**src/logic/amg_pkg.sv**
```systemverilog
/*
 Constants and carriers for the mode and pin configuration register bank.
 Assumes a register access port fed by the serial interface front end.
*/
package amg_pkg;
    // Register addresses
    localparam logic [7:0] ADDR_AVG = 8'h03;
    localparam logic [7:0] ADDR_MODE = 8'h04;
    localparam logic [7:0] ADDR_FUNC = 8'h05;
    localparam logic [7:0] ADDR_DIR = 8'h07;
    localparam logic [7:0] ADDR_DRV = 8'h09;
    localparam logic [7:0] ADDR_OUT = 8'h0b;
    localparam logic [7:0] ADDR_IN = 8'h0d;
    // Reset values
    localparam logic [7:0] REG_RESET = 8'h00;
    localparam logic [7:0] ALL_ANALOG = 8'h00;
    // Field layout
    localparam int AVG_MSB = 2;
    localparam int COE_BIT = 7;
    localparam int MODE_MSB = 6;
    localparam int MODE_LSB = 5;
    localparam int OSC_BIT = 4;
    localparam int DIV_MSB = 3;
    localparam logic [7:0] AVG_MASK = 8'h07;
    localparam logic [8:0] ONE_SAMPLE = 9'h001;

    // Conversion modes
    typedef enum logic [1:0] {
        AMG_MODE_MANUAL = 2'b00,
        AMG_MODE_AUTO = 2'b01
    } amg_mode_t;

    // Register access request
    typedef struct packed {
        logic wr;
        logic rd;
        logic [7:0] addr;
        logic [7:0] wdata;
    } amg_req_t;

    // Decoded settings toward the converter core
    typedef struct packed {
        logic [8:0] avg_count;
        logic auto_mode;
        logic manual_mode;
        logic osc_low_power;
        logic [3:0] clk_div;
        logic seq_pause;
    } amg_ctrl_t;
endpackage

```
**src/logic/amg_pin_cell.sv**
```systemverilog
/*
 One general-purpose pin driver cell.
 Assumes the pad resolves the wire from the enable; input already synchronised.
*/
`timescale 1ns/1ns
module amg_pin_cell (
    // Clock and reset
    input wire logic clk,
    input wire logic srst,
    // Settings
    input wire logic gpio_sel,
    input wire logic dir_out,
    input wire logic push_pull,
    input wire logic level,
    // Pad
    output logic pad_out,
    output logic pad_oe
);
    logic next_out;
    logic next_oe;

    // Drive decision
    always_comb
    begin
        next_out = 1'b0;
        next_oe = 1'b0;
        if (gpio_sel && dir_out)
        begin
            next_out = level;
            next_oe = push_pull | ~level;
        end
    end

    // Register pad signals
    always_ff @(posedge clk)
    begin
        if (srst)
        begin
            pad_out <= 1'b0;
            pad_oe <= 1'b0;
        end
        else
        begin
            pad_out <= next_out;
            pad_oe <= next_oe;
        end
    end
endmodule

```
**src/logic/amg_regs.sv**
```systemverilog
/*
 Mode and pin configuration register bank with eight pin cells.
 Assumes a one-cycle register port from the serial front end and a crc error level.
*/
`timescale 1ns/1ns
module amg_regs (
    // Clock and reset
    input wire logic clk,
    input wire logic srst,
    // Register port
    input wire amg_pkg::amg_req_t req,
    output logic [7:0] rdata,
    output logic rvalid,
    // Checksum error flag level
    input wire logic crc_err_in,
    // Converter control
    output amg_pkg::amg_ctrl_t ctrl,
    output logic [7:0] analog_sel,
    // Pads
    input wire logic [7:0] pad_in,
    output logic [7:0] pad_out,
    output logic [7:0] pad_oe
);
    logic [7:0] avg_cfg;
    logic [7:0] mode_cfg;
    logic [7:0] func_cfg;
    logic [7:0] dir_cfg;
    logic [7:0] drv_cfg;
    logic [7:0] out_cfg;
    logic [7:0] next_avg_cfg;
    logic [7:0] next_mode_cfg;
    logic [7:0] next_func_cfg;
    logic [7:0] next_dir_cfg;
    logic [7:0] next_drv_cfg;
    logic [7:0] next_out_cfg;
    logic [7:0] in_meta;
    logic [7:0] in_sync;
    logic [7:0] next_rdata;
    logic next_rvalid;
    amg_pkg::amg_ctrl_t next_ctrl;
    logic [7:0] next_analog_sel;
    logic [7:0] eff_func;
    logic err_hold;
    logic [1:0] mode_field;

    ////////////////////////////////////////////////////////////////////////
    // Register writes
    always_comb
    begin
        next_avg_cfg = avg_cfg;
        next_mode_cfg = mode_cfg;
        next_func_cfg = func_cfg;
        next_dir_cfg = dir_cfg;
        next_drv_cfg = drv_cfg;
        next_out_cfg = out_cfg;
        if (req.wr)
        begin
            if (req.addr == amg_pkg::ADDR_AVG)
                next_avg_cfg = req.wdata & amg_pkg::AVG_MASK;
            else if (req.addr == amg_pkg::ADDR_MODE)
                next_mode_cfg = req.wdata;
            else if (req.addr == amg_pkg::ADDR_FUNC)
                next_func_cfg = req.wdata;
            else if (req.addr == amg_pkg::ADDR_DIR)
                next_dir_cfg = req.wdata;
            else if (req.addr == amg_pkg::ADDR_DRV)
                next_drv_cfg = req.wdata;
            else if (req.addr == amg_pkg::ADDR_OUT)
                next_out_cfg = req.wdata;
        end
    end

    // Register storage
    always_ff @(posedge clk)
    begin
        if (srst)
        begin
            avg_cfg <= amg_pkg::REG_RESET;
            mode_cfg <= amg_pkg::REG_RESET;
            func_cfg <= amg_pkg::REG_RESET;
            dir_cfg <= amg_pkg::REG_RESET;
            drv_cfg <= amg_pkg::REG_RESET;
            out_cfg <= amg_pkg::REG_RESET;
        end
        else
        begin
            avg_cfg <= next_avg_cfg;
            mode_cfg <= next_mode_cfg;
            func_cfg <= next_func_cfg;
            dir_cfg <= next_dir_cfg;
            drv_cfg <= next_drv_cfg;
            out_cfg <= next_out_cfg;
        end
    end

    ////////////////////////////////////////////////////////////////////////
    // Pin input synchroniser
    always_ff @(posedge clk)
    begin
        if (srst)
        begin
            in_meta <= amg_pkg::REG_RESET;
            in_sync <= amg_pkg::REG_RESET;
        end
        else
        begin
            in_meta <= pad_in;
            in_sync <= in_meta;
        end
    end

    ////////////////////////////////////////////////////////////////////////
    // Error override of pin setup; stored registers keep their values
    assign err_hold = mode_cfg[amg_pkg::COE_BIT] & crc_err_in;
    assign eff_func = err_hold ? amg_pkg::ALL_ANALOG : func_cfg;
    assign mode_field = mode_cfg[amg_pkg::MODE_MSB:amg_pkg::MODE_LSB];

    // Decoded control and read data
    always_comb
    begin
        next_ctrl.avg_count = amg_pkg::ONE_SAMPLE << avg_cfg[amg_pkg::AVG_MSB:0];
        next_ctrl.manual_mode = (mode_field == amg_pkg::AMG_MODE_MANUAL);
        next_ctrl.auto_mode = (mode_field == amg_pkg::AMG_MODE_AUTO);
        next_ctrl.osc_low_power = mode_cfg[amg_pkg::OSC_BIT];
        next_ctrl.clk_div = mode_cfg[amg_pkg::DIV_MSB:0];
        next_ctrl.seq_pause = err_hold;
        next_analog_sel = ~eff_func;
        next_rvalid = req.rd;
        next_rdata = amg_pkg::REG_RESET;
        if (req.rd)
        begin
            if (req.addr == amg_pkg::ADDR_AVG)
                next_rdata = avg_cfg;
            else if (req.addr == amg_pkg::ADDR_MODE)
                next_rdata = mode_cfg;
            else if (req.addr == amg_pkg::ADDR_FUNC)
                next_rdata = func_cfg;
            else if (req.addr == amg_pkg::ADDR_DIR)
                next_rdata = dir_cfg;
            else if (req.addr == amg_pkg::ADDR_DRV)
                next_rdata = drv_cfg;
            else if (req.addr == amg_pkg::ADDR_OUT)
                next_rdata = out_cfg;
            else if (req.addr == amg_pkg::ADDR_IN)
                next_rdata = in_sync;
        end
    end

    // Output registers
    always_ff @(posedge clk)
    begin
        if (srst)
        begin
            ctrl <= '0;
            analog_sel <= amg_pkg::REG_RESET;
            rdata <= amg_pkg::REG_RESET;
            rvalid <= 1'b0;
        end
        else
        begin
            ctrl <= next_ctrl;
            analog_sel <= next_analog_sel;
            rdata <= next_rdata;
            rvalid <= next_rvalid;
        end
    end

    ////////////////////////////////////////////////////////////////////////
    // Pin cells
    genvar gi;
    generate
        for (gi = 0; gi < 8; gi++)
        begin : g_pin
            amg_pin_cell u_cell (
                .clk(clk),
                .srst(srst),
                .gpio_sel(eff_func[gi]),
                .dir_out(dir_cfg[gi]),
                .push_pull(drv_cfg[gi]),
                .level(out_cfg[gi]),
                .pad_out(pad_out[gi]),
                .pad_oe(pad_oe[gi])
            );
        end
    endgenerate

    ////////////////////////////////////////////////////////////////////////
    // Register access checks
    a_avg_upper_zero: assert property (@(posedge clk) disable iff (srst)
        (rvalid && $past(req.addr) == amg_pkg::ADDR_AVG) |-> (rdata & ~amg_pkg::AVG_MASK) == amg_pkg::REG_RESET)
        else $error("averaging upper bits not zero");
    a_avg_write_masked: assert property (@(posedge clk) disable iff (srst)
        (req.wr && req.addr == amg_pkg::ADDR_AVG) |=> avg_cfg == ($past(req.wdata) & amg_pkg::AVG_MASK))
        else $error("averaging write not masked");
    a_mode_write: assert property (@(posedge clk) disable iff (srst)
        (req.wr && req.addr == amg_pkg::ADDR_MODE) |=> mode_cfg == $past(req.wdata))
        else $error("mode write lost");
    a_func_write: assert property (@(posedge clk) disable iff (srst)
        (req.wr && req.addr == amg_pkg::ADDR_FUNC) |=> func_cfg == $past(req.wdata))
        else $error("function write lost");
    a_dir_write: assert property (@(posedge clk) disable iff (srst)
        (req.wr && req.addr == amg_pkg::ADDR_DIR) |=> dir_cfg == $past(req.wdata))
        else $error("direction write lost");
    a_drv_write: assert property (@(posedge clk) disable iff (srst)
        (req.wr && req.addr == amg_pkg::ADDR_DRV) |=> drv_cfg == $past(req.wdata))
        else $error("driver type write lost");
    a_out_write: assert property (@(posedge clk) disable iff (srst)
        (req.wr && req.addr == amg_pkg::ADDR_OUT) |=> out_cfg == $past(req.wdata))
        else $error("output level write lost");
    a_input_read_only: assert property (@(posedge clk) disable iff (srst)
        (req.wr && req.addr == amg_pkg::ADDR_IN) |=> (func_cfg == $past(func_cfg) && dir_cfg == $past(dir_cfg)
            && out_cfg == $past(out_cfg)))
        else $error("input level register took a write");
    a_input_level: assert property (@(posedge clk) disable iff (srst)
        (req.rd && req.addr == amg_pkg::ADDR_IN) |=> rdata == $past(in_sync))
        else $error("input level readback wrong");
    a_mode_readback: assert property (@(posedge clk) disable iff (srst)
        (req.rd && req.addr == amg_pkg::ADDR_MODE) |=> rdata == $past(mode_cfg))
        else $error("mode readback wrong");
    a_func_readback: assert property (@(posedge clk) disable iff (srst)
        (req.rd && req.addr == amg_pkg::ADDR_FUNC) |=> rdata == $past(func_cfg))
        else $error("function readback wrong");
    a_dir_readback: assert property (@(posedge clk) disable iff (srst)
        (req.rd && req.addr == amg_pkg::ADDR_DIR) |=> rdata == $past(dir_cfg))
        else $error("direction readback wrong");
    a_drv_readback: assert property (@(posedge clk) disable iff (srst)
        (req.rd && req.addr == amg_pkg::ADDR_DRV) |=> rdata == $past(drv_cfg))
        else $error("driver type readback wrong");
    a_out_readback: assert property (@(posedge clk) disable iff (srst)
        (req.rd && req.addr == amg_pkg::ADDR_OUT) |=> rdata == $past(out_cfg))
        else $error("output level readback wrong");
    a_reset_zero: assert property (@(posedge clk)
        srst |=> (mode_cfg == amg_pkg::REG_RESET && func_cfg == amg_pkg::REG_RESET && dir_cfg == amg_pkg::REG_RESET
            && drv_cfg == amg_pkg::REG_RESET && out_cfg == amg_pkg::REG_RESET))
        else $error("registers not zero after reset");

    ////////////////////////////////////////////////////////////////////////
    // Decoded control checks; skip the cycle still holding reset values
    a_avg_count: assert property (@(posedge clk) disable iff (srst)
        !$past(srst) |-> ctrl.avg_count == (amg_pkg::ONE_SAMPLE << $past(avg_cfg[amg_pkg::AVG_MSB:0])))
        else $error("averaging count wrong");
    a_mode_decode: assert property (@(posedge clk) disable iff (srst)
        !srst |=> (ctrl.auto_mode == ($past(mode_field) == amg_pkg::AMG_MODE_AUTO)
            && ctrl.manual_mode == ($past(mode_field) == amg_pkg::AMG_MODE_MANUAL)))
        else $error("mode decode wrong");
    a_osc_select: assert property (@(posedge clk) disable iff (srst)
        !srst |=> ctrl.osc_low_power == $past(mode_cfg[amg_pkg::OSC_BIT]))
        else $error("oscillator select wrong");
    a_div_field: assert property (@(posedge clk) disable iff (srst)
        !srst |=> ctrl.clk_div == $past(mode_cfg[amg_pkg::DIV_MSB:0]))
        else $error("divider field wrong");

    ////////////////////////////////////////////////////////////////////////
    // Checksum error checks
    a_err_forces_analog: assert property (@(posedge clk) disable iff (srst)
        (mode_cfg[amg_pkg::COE_BIT] && crc_err_in) |=> (analog_sel == ~amg_pkg::ALL_ANALOG && ctrl.seq_pause))
        else $error("error did not force analog");
    a_err_ignored: assert property (@(posedge clk) disable iff (srst)
        (!srst && !mode_cfg[amg_pkg::COE_BIT]) |=> (analog_sel == ~$past(func_cfg) && !ctrl.seq_pause))
        else $error("error disturbed pin setup");
    a_err_restore: assert property (@(posedge clk) disable iff (srst)
        ($fell(crc_err_in) && $stable(func_cfg)) |=> (analog_sel == ~$past(func_cfg) && !ctrl.seq_pause))
        else $error("pin setup not restored");
    a_err_keeps_setup: assert property (@(posedge clk) disable iff (srst)
        (err_hold && !(req.wr && req.addr == amg_pkg::ADDR_FUNC)) |=> func_cfg == $past(func_cfg))
        else $error("stored pin setup lost during error");
    a_pause_follows: assert property (@(posedge clk) disable iff (srst)
        !srst |=> ctrl.seq_pause == $past(err_hold))
        else $error("sequencing pause wrong");
    a_analog_follows: assert property (@(posedge clk) disable iff (srst)
        (!srst && !err_hold) |=> analog_sel == ~$past(func_cfg))
        else $error("analog select wrong");

    ////////////////////////////////////////////////////////////////////////
    // Pin drive checks
    a_no_drive_high_od: assert property (@(posedge clk) disable iff (srst)
        (pad_oe[0] && pad_out[0]) |-> $past(drv_cfg[0]))
        else $error("open drain drove high");
    a_unused_no_drive: assert property (@(posedge clk) disable iff (srst)
        (!eff_func[1] || !dir_cfg[1]) |=> !pad_oe[1])
        else $error("pin driven while not an output");
    a_push_pull_drive: assert property (@(posedge clk) disable iff (srst)
        (eff_func[0] && dir_cfg[0] && drv_cfg[0]) |=> (pad_oe[0] && pad_out[0] == $past(out_cfg[0])))
        else $error("push pull output wrong");
    a_od_drive_low: assert property (@(posedge clk) disable iff (srst)
        (eff_func[1] && dir_cfg[1] && !drv_cfg[1] && !out_cfg[1]) |=> (pad_oe[1] && !pad_out[1]))
        else $error("open drain did not pull low");
    a_od_release: assert property (@(posedge clk) disable iff (srst)
        (eff_func[1] && dir_cfg[1] && !drv_cfg[1] && out_cfg[1]) |=> !pad_oe[1])
        else $error("open drain did not release");
endmodule

```
**config.mk**
```make
export PLATFORM = sky130hd
export DESIGN_NAME = amg_regs
export DESIGN_NICKNAME = d
export VERILOG_FILES = /design/src/logic/amg_pkg.sv /design/src/logic/amg_pin_cell.sv /design/src/logic/amg_regs.sv
export SDC_FILE = /design/constraint.sdc
export NUM_CORES = 1
export LEC_CHECK = 0
export BUFFER_PORTS_ARGS = -buffer_cell sky130_fd_sc_hd__clkbuf_2
export CAP_MARGIN = 20
export CORE_AREA = 4 4 144 91
export DETAILED_ROUTE_END_ITERATION = 10
export DIE_AREA = 0 0 148 95
export GPL_ROUTABILITY_DRIVEN = 0
export SYNTH_ARGS = -nofsm -noshare
export SYNTH_HDL_FRONTEND = slang
export SYNTH_SLANG_ARGS = --single-unit
```
**constraint.sdc**
```tcl
create_clock -name clk -period 3.2 [get_ports clk]
set_clock_uncertainty 0.15 [all_clocks]
set_input_delay 0.16 -clock clk [delete_from_list [all_inputs] [get_ports clk]]
set_output_delay 0.16 -clock clk [all_outputs]
set_load 0.01 [all_outputs]
```
Word-level counts from Yosys, hierarchy flattened
Index checks and enable logic that the tools add are counted.
Storage, ports and cells
  output and inout port bits: 50
  register bits after elaboration: 109
  word-level logic and storage cells: 108
Cells by class
  mux-type cells: 8
  bitwise operators: 32
  reduce and logical (&&, ||, !) cells: 25
  shifts and indexed selects: 1
  eq/ne operators: 8
Operator list (number)
  $mux W8: 7
  $eq A8 B3 Y1 const B: 3
  $eq A8 B4 Y1 const B: 3
  $not A1 Y1: 22
  $reduce_or A2 Y1: 9
  $shl A1 B3 Y9 const A: 1
  $eq A8 B2 Y1 const B: 1
  $logic_and A1 B1 Y1: 8
  $not A8 Y8: 1
  $or A1 B1 Y1: 8
  $reduce_and A7 Y1: 1
  $reduce_and A6 Y1: 1
  $reduce_and A5 Y1: 1
  $reduce_and A4 Y1: 1
  $mux W3: 1
  $reduce_and A3 Y1: 1
  $reduce_or A3 Y1: 1
  $eq A2 B1 Y1 const B: 1
  $logic_not A2 Y1: 1
  $reduce_and A2 Y1: 1
  $and A1 B1 Y1: 1

Longest topological paths before layout
  depth in word-level cells: 8
  mapped depth: 6

Hierarchy
Synthesis repeated with hierarchy kept, for this count alone.
Second synthesis, totals
  cell total of the unflattened synthesis: 418
  area, all modules: 4120.2 sq um
Modules (own cells, without submodules)
  amg_regs: instances 1, seq. area each 1841.8 sq um, area an instance 3559.7 sq um, cells an instance 370
  amg_pin_cell: instances 8, seq. area each 40.0 sq um, area an instance 70.1 sq um, cells an instance 6

Least setup slack after synthesis
Ideal clock, no wire load.
  path kind: input to register
  from: input port req[15] (netlist bit)
  to: register out_cfg[0]
  stages on the path: 5
  arrival: 1.660 ns
  setup slack: 1.262 ns
  setup time: 0.128 ns
  buffers on the path: 1
  cells stage by stage: or4_4 > buf_6 > nor4_4 > mux2i_1 > nor2_1
On the way
  word-level cells in the longest chain between the ends: 3
  elaborated cells on any way between the ends: 12
  those cells by class: eq/ne (6); bitwise (5); reduce/logical (1)
RTL lines
  start: declaration: RTL line amg_regs.sv:11  | input wire amg_pkg::amg_req_t req,
  $eq A8 B4 Y1 (tied with other cells): RTL line amg_regs.sv:66  | else if (req.addr == amg_pkg::ADDR_DRV)
  $not A1 Y1 (no source line)
  $reduce_and A7 Y1 (no source line) *
  end signal: assignment: RTL line amg_regs.sv:83  | out_cfg <= amg_pkg::REG_RESET;
  end signal: assignment: RTL line amg_regs.sv:92  | out_cfg <= next_out_cfg;
  end: declaration: RTL line amg_regs.sv:29  | logic [7:0] out_cfg;
Every way passes the cells marked *; elsewhere a longest branch is shown, timed or not.
A chain may end at the register's enable or synchronous reset.

Worst setup path in the final report
  from: input port req[10] (netlist bit)
  to: register mode_cfg[1]
On the way
  word-level cells in the longest chain between the ends: 3
  elaborated cells on any way between the ends: 4
  those cells by class: eq/ne (2); bitwise (1); reduce/logical (1)
RTL lines
  $eq A8 B2 Y1: RTL line amg_regs.sv:58  | if (req.addr == amg_pkg::ADDR_AVG)
  $not A1 Y1 (no source line)
  $reduce_and A3 Y1 (no source line) *
  end signal: assignment: RTL line amg_regs.sv:79  | mode_cfg <= amg_pkg::REG_RESET;
  end signal: assignment: RTL line amg_regs.sv:88  | mode_cfg <= next_mode_cfg;
  end: declaration: RTL line amg_regs.sv:25  | logic [7:0] mode_cfg;
Marks and branches as above.

==> qor.txt <==
Setup WS post-layout -> 928 ps
dpl cell area -> 4450 sq um
Sum Neg Setup Slack -> 0 ps
Post-Synth Simple-Gate Area -> 0.193
number of diodes -> 0
largest area contributor in the netlist -> dfxtp_1
Final Hold Fails -> 0
Syn Area/Cell -> 9.82 sq um
Post-Place Worst Slack -> 624 ps
number of port buffers -> 77
DRC violations left -> 0
data arrival time of the critical path -> 2330 ps
First-pass DRT Iterations -> 5
XOR/XNOR Fraction of Synth Area -> 0.00216
layout cells sized above 1 -> 0.207
most area-consuming cells after synthesis -> dfxtp_1 (53%), mux2i_1 (12%), nor2_1 (5.7%)
multiplexer area fraction after synthesis -> 0.119
post-synthesis to final-layout area growth -> 20.1%
Via Count -> 3059
Hold WC Path Type -> in -> reg
main combinational cell family by area after synthesis -> simple AND/OR/NAND/NOR gates
Die Y -> 95 um
Setup crit end kind -> flop
Max Slew Vio Count -> 0
Root Buffer -> clkbuf_16
critical path startpoint -> req[10]
status -> finished clean
total global routing overflow -> 0
CP Launch Type -> primary input
fin nets -> 507
IO Pins -> 79
htree depth -> 3
Yosys cell types -> 40
Slowest cell on crit path -> nor3b_1
first-pass GRT wire length -> 16300 um
Setup violations, final -> 0
initial antenna violation count -> 1
Via density -> 4.72
Synth Area in Adders -> 0
Largest Register -> ctrl
largest net degree at the start of global routing -> 81
row count -> 31
yosys warns -> 0
total track usage -> 0.152
worst-path maximum fanout -> 22
Worst Path Required -> 3250 ps
DIE AREA -> 14100 sq um
clock slew at reported path FFs -> 70 ps
final worst-path cycle share -> 0.710
reg2reg start -> mode_cfg[7]
WL per Instance -> 15.6 um
max-cap viol count -> 0
DRT antenna net count -> 0
final wirelength -> 10100 um
# clock sinks -> 108
uppermost layer routed -> met5
finished layout cell area -> 4860 sq um
Worst Max-Slew Pin Slew -> 846 ps
CTS Buf Count -> 9
die width -> 148 um
complex-gate fraction of the synthesized area -> 0.0838
maximum clock insertion buffer count -> 2
metal2 WL -> 3990 um
shortest period the worst path allows -> 2270 ps
clock latency on the worst-skew pair -> 350 ps
max FFs per register -> 16
max_slew headroom -> 0.432
Synth top area share -> 0.534
Setup Buffers After CTS -> 0
DRT iter0 DRCs -> 160
leading cell type in the layout, fill and taps excluded -> dfxtp_1
worst-path cell chain -> clkbuf_2, nor3b_1, nand4_1, mux2i_1, nor2_1
Detail Placement HPWL -> 7370 um
power per standard cell area -> 536 nW/um^2
Initial Util -> 0.343
Peak VDD IR -> 0.278 mV
core footprint -> 11800 sq um
slowest cell delay on critical path -> 690 ps
CTS tree -> done
RSZ-0062 raised after global routing -> no
sequential share of the synthesized area -> 0.534
vias in the first global route -> 2953
count of state elements after synthesis -> 108
most frequent cells in the layout -> dfxtp_1 (108), clkbuf_2 (77), nor2_1 (62)
WL met3 -> 947 um
Syn Inst Count -> 412
Metal-1 WL -> 5060 um
post-synthesis net count -> 441
Peak Freq -> 0.440 GHz
Post-Syn Area -> 4050 sq um
HP Start -> req[7]
crit path kind -> in -> reg
final core utilization -> 0.412
leakage power of the design -> 1.90 nW
-- kinds of logic (layout without fill, tap and decap cells) --
kind of cell	after synthesis	in the layout
compound gates	53	53
simple gates	148	148
mux	48	48
xor+xnor	1	1
flops	108	108
other cells	1	1
buf+inv	53	124
-- synth_stat cells, drive strengths merged --
library cell    n
a211oi         11
a21o            1
a21oi          23
a22o            1
a311o           5
a31oi           1
and3b           1
buf            21
clkbuf         13
clkinv          1
conb            1
dfxtp         108
inv            18
mux2i          48
nand2          17
nand2b          7
nand3           9
nand3b          2
nand4           1
nor2           62
nor2b          28
nor3            8
nor3b           2
nor4            6
o211ai          2
o21ai           6
o221ai          2
o22ai           1
or2             1
or3             1
or3b            1
or4             2
xor2            1
-- worst paths after layout --
check | cells after the start | endpoint | slack (ps)
setup reg to reg | 3 | g_pin[4].u_cell.pad_oe | 1510
hold / removal | 3 | func_cfg[7] | 20
hold reg to reg | 1 | in_sync[4] | 290
setup / recovery | 5 | mode_cfg[1] | 930
-- metal layers --
metal	track usage	vias to the layer above
met4	0.0407	4
li1	-	1500
met3	0.0552	14
met1	0.224	1421
met5	0	-
met2	0.208	120
-- worst max-delay path: cells and delay by family --
kind                   cells  cell delay [ps]
AND/OR/NAND/NOR            3             1430
buffers and inverters      1              390
multiplexers               1              340
-- metrics by stage --
| stage | instances | hold WS (ps) | power [mW] |
|---|---|---|---|
| after floorplan | 412 | 138 | 1.47 |
| after global placement | 621 | 221 | 1.52 |
| after detailed placement | 621 | 226 | 1.52 |
| after CTS | 648 | 5.22 | 2.63 |
| after global routing | 648 | 10.6 | 2.70 |
| final | 648 | 17.1 | 2.60 |
-- final cells by class --
class                      count  area [sq um]
inverter                      19          71.3
timing repair buffer          89           503
fill                        1197          6930
sequential                   108          2160
clock buffer                  11           243
clock inverter                 5          61.3
multi-input combinational    251          1610
tap                          165           206
-- where the power goes --
group | internal [mW] | switching [mW]
clock | 0.629 | 0.472
sequential | 1.36 | 0.00579
combinational | 0.0495 | 0.0873
-- what timing repair did --
| item | in CTS | in global routing |
|---|---|---|
| gates resized for setup | 0 | 0 |
| hold buffers | 11 | 0 |
| hold endpoints to repair | 14 | 0 |
No activity file was read; power rests on OpenSTA's default activity.
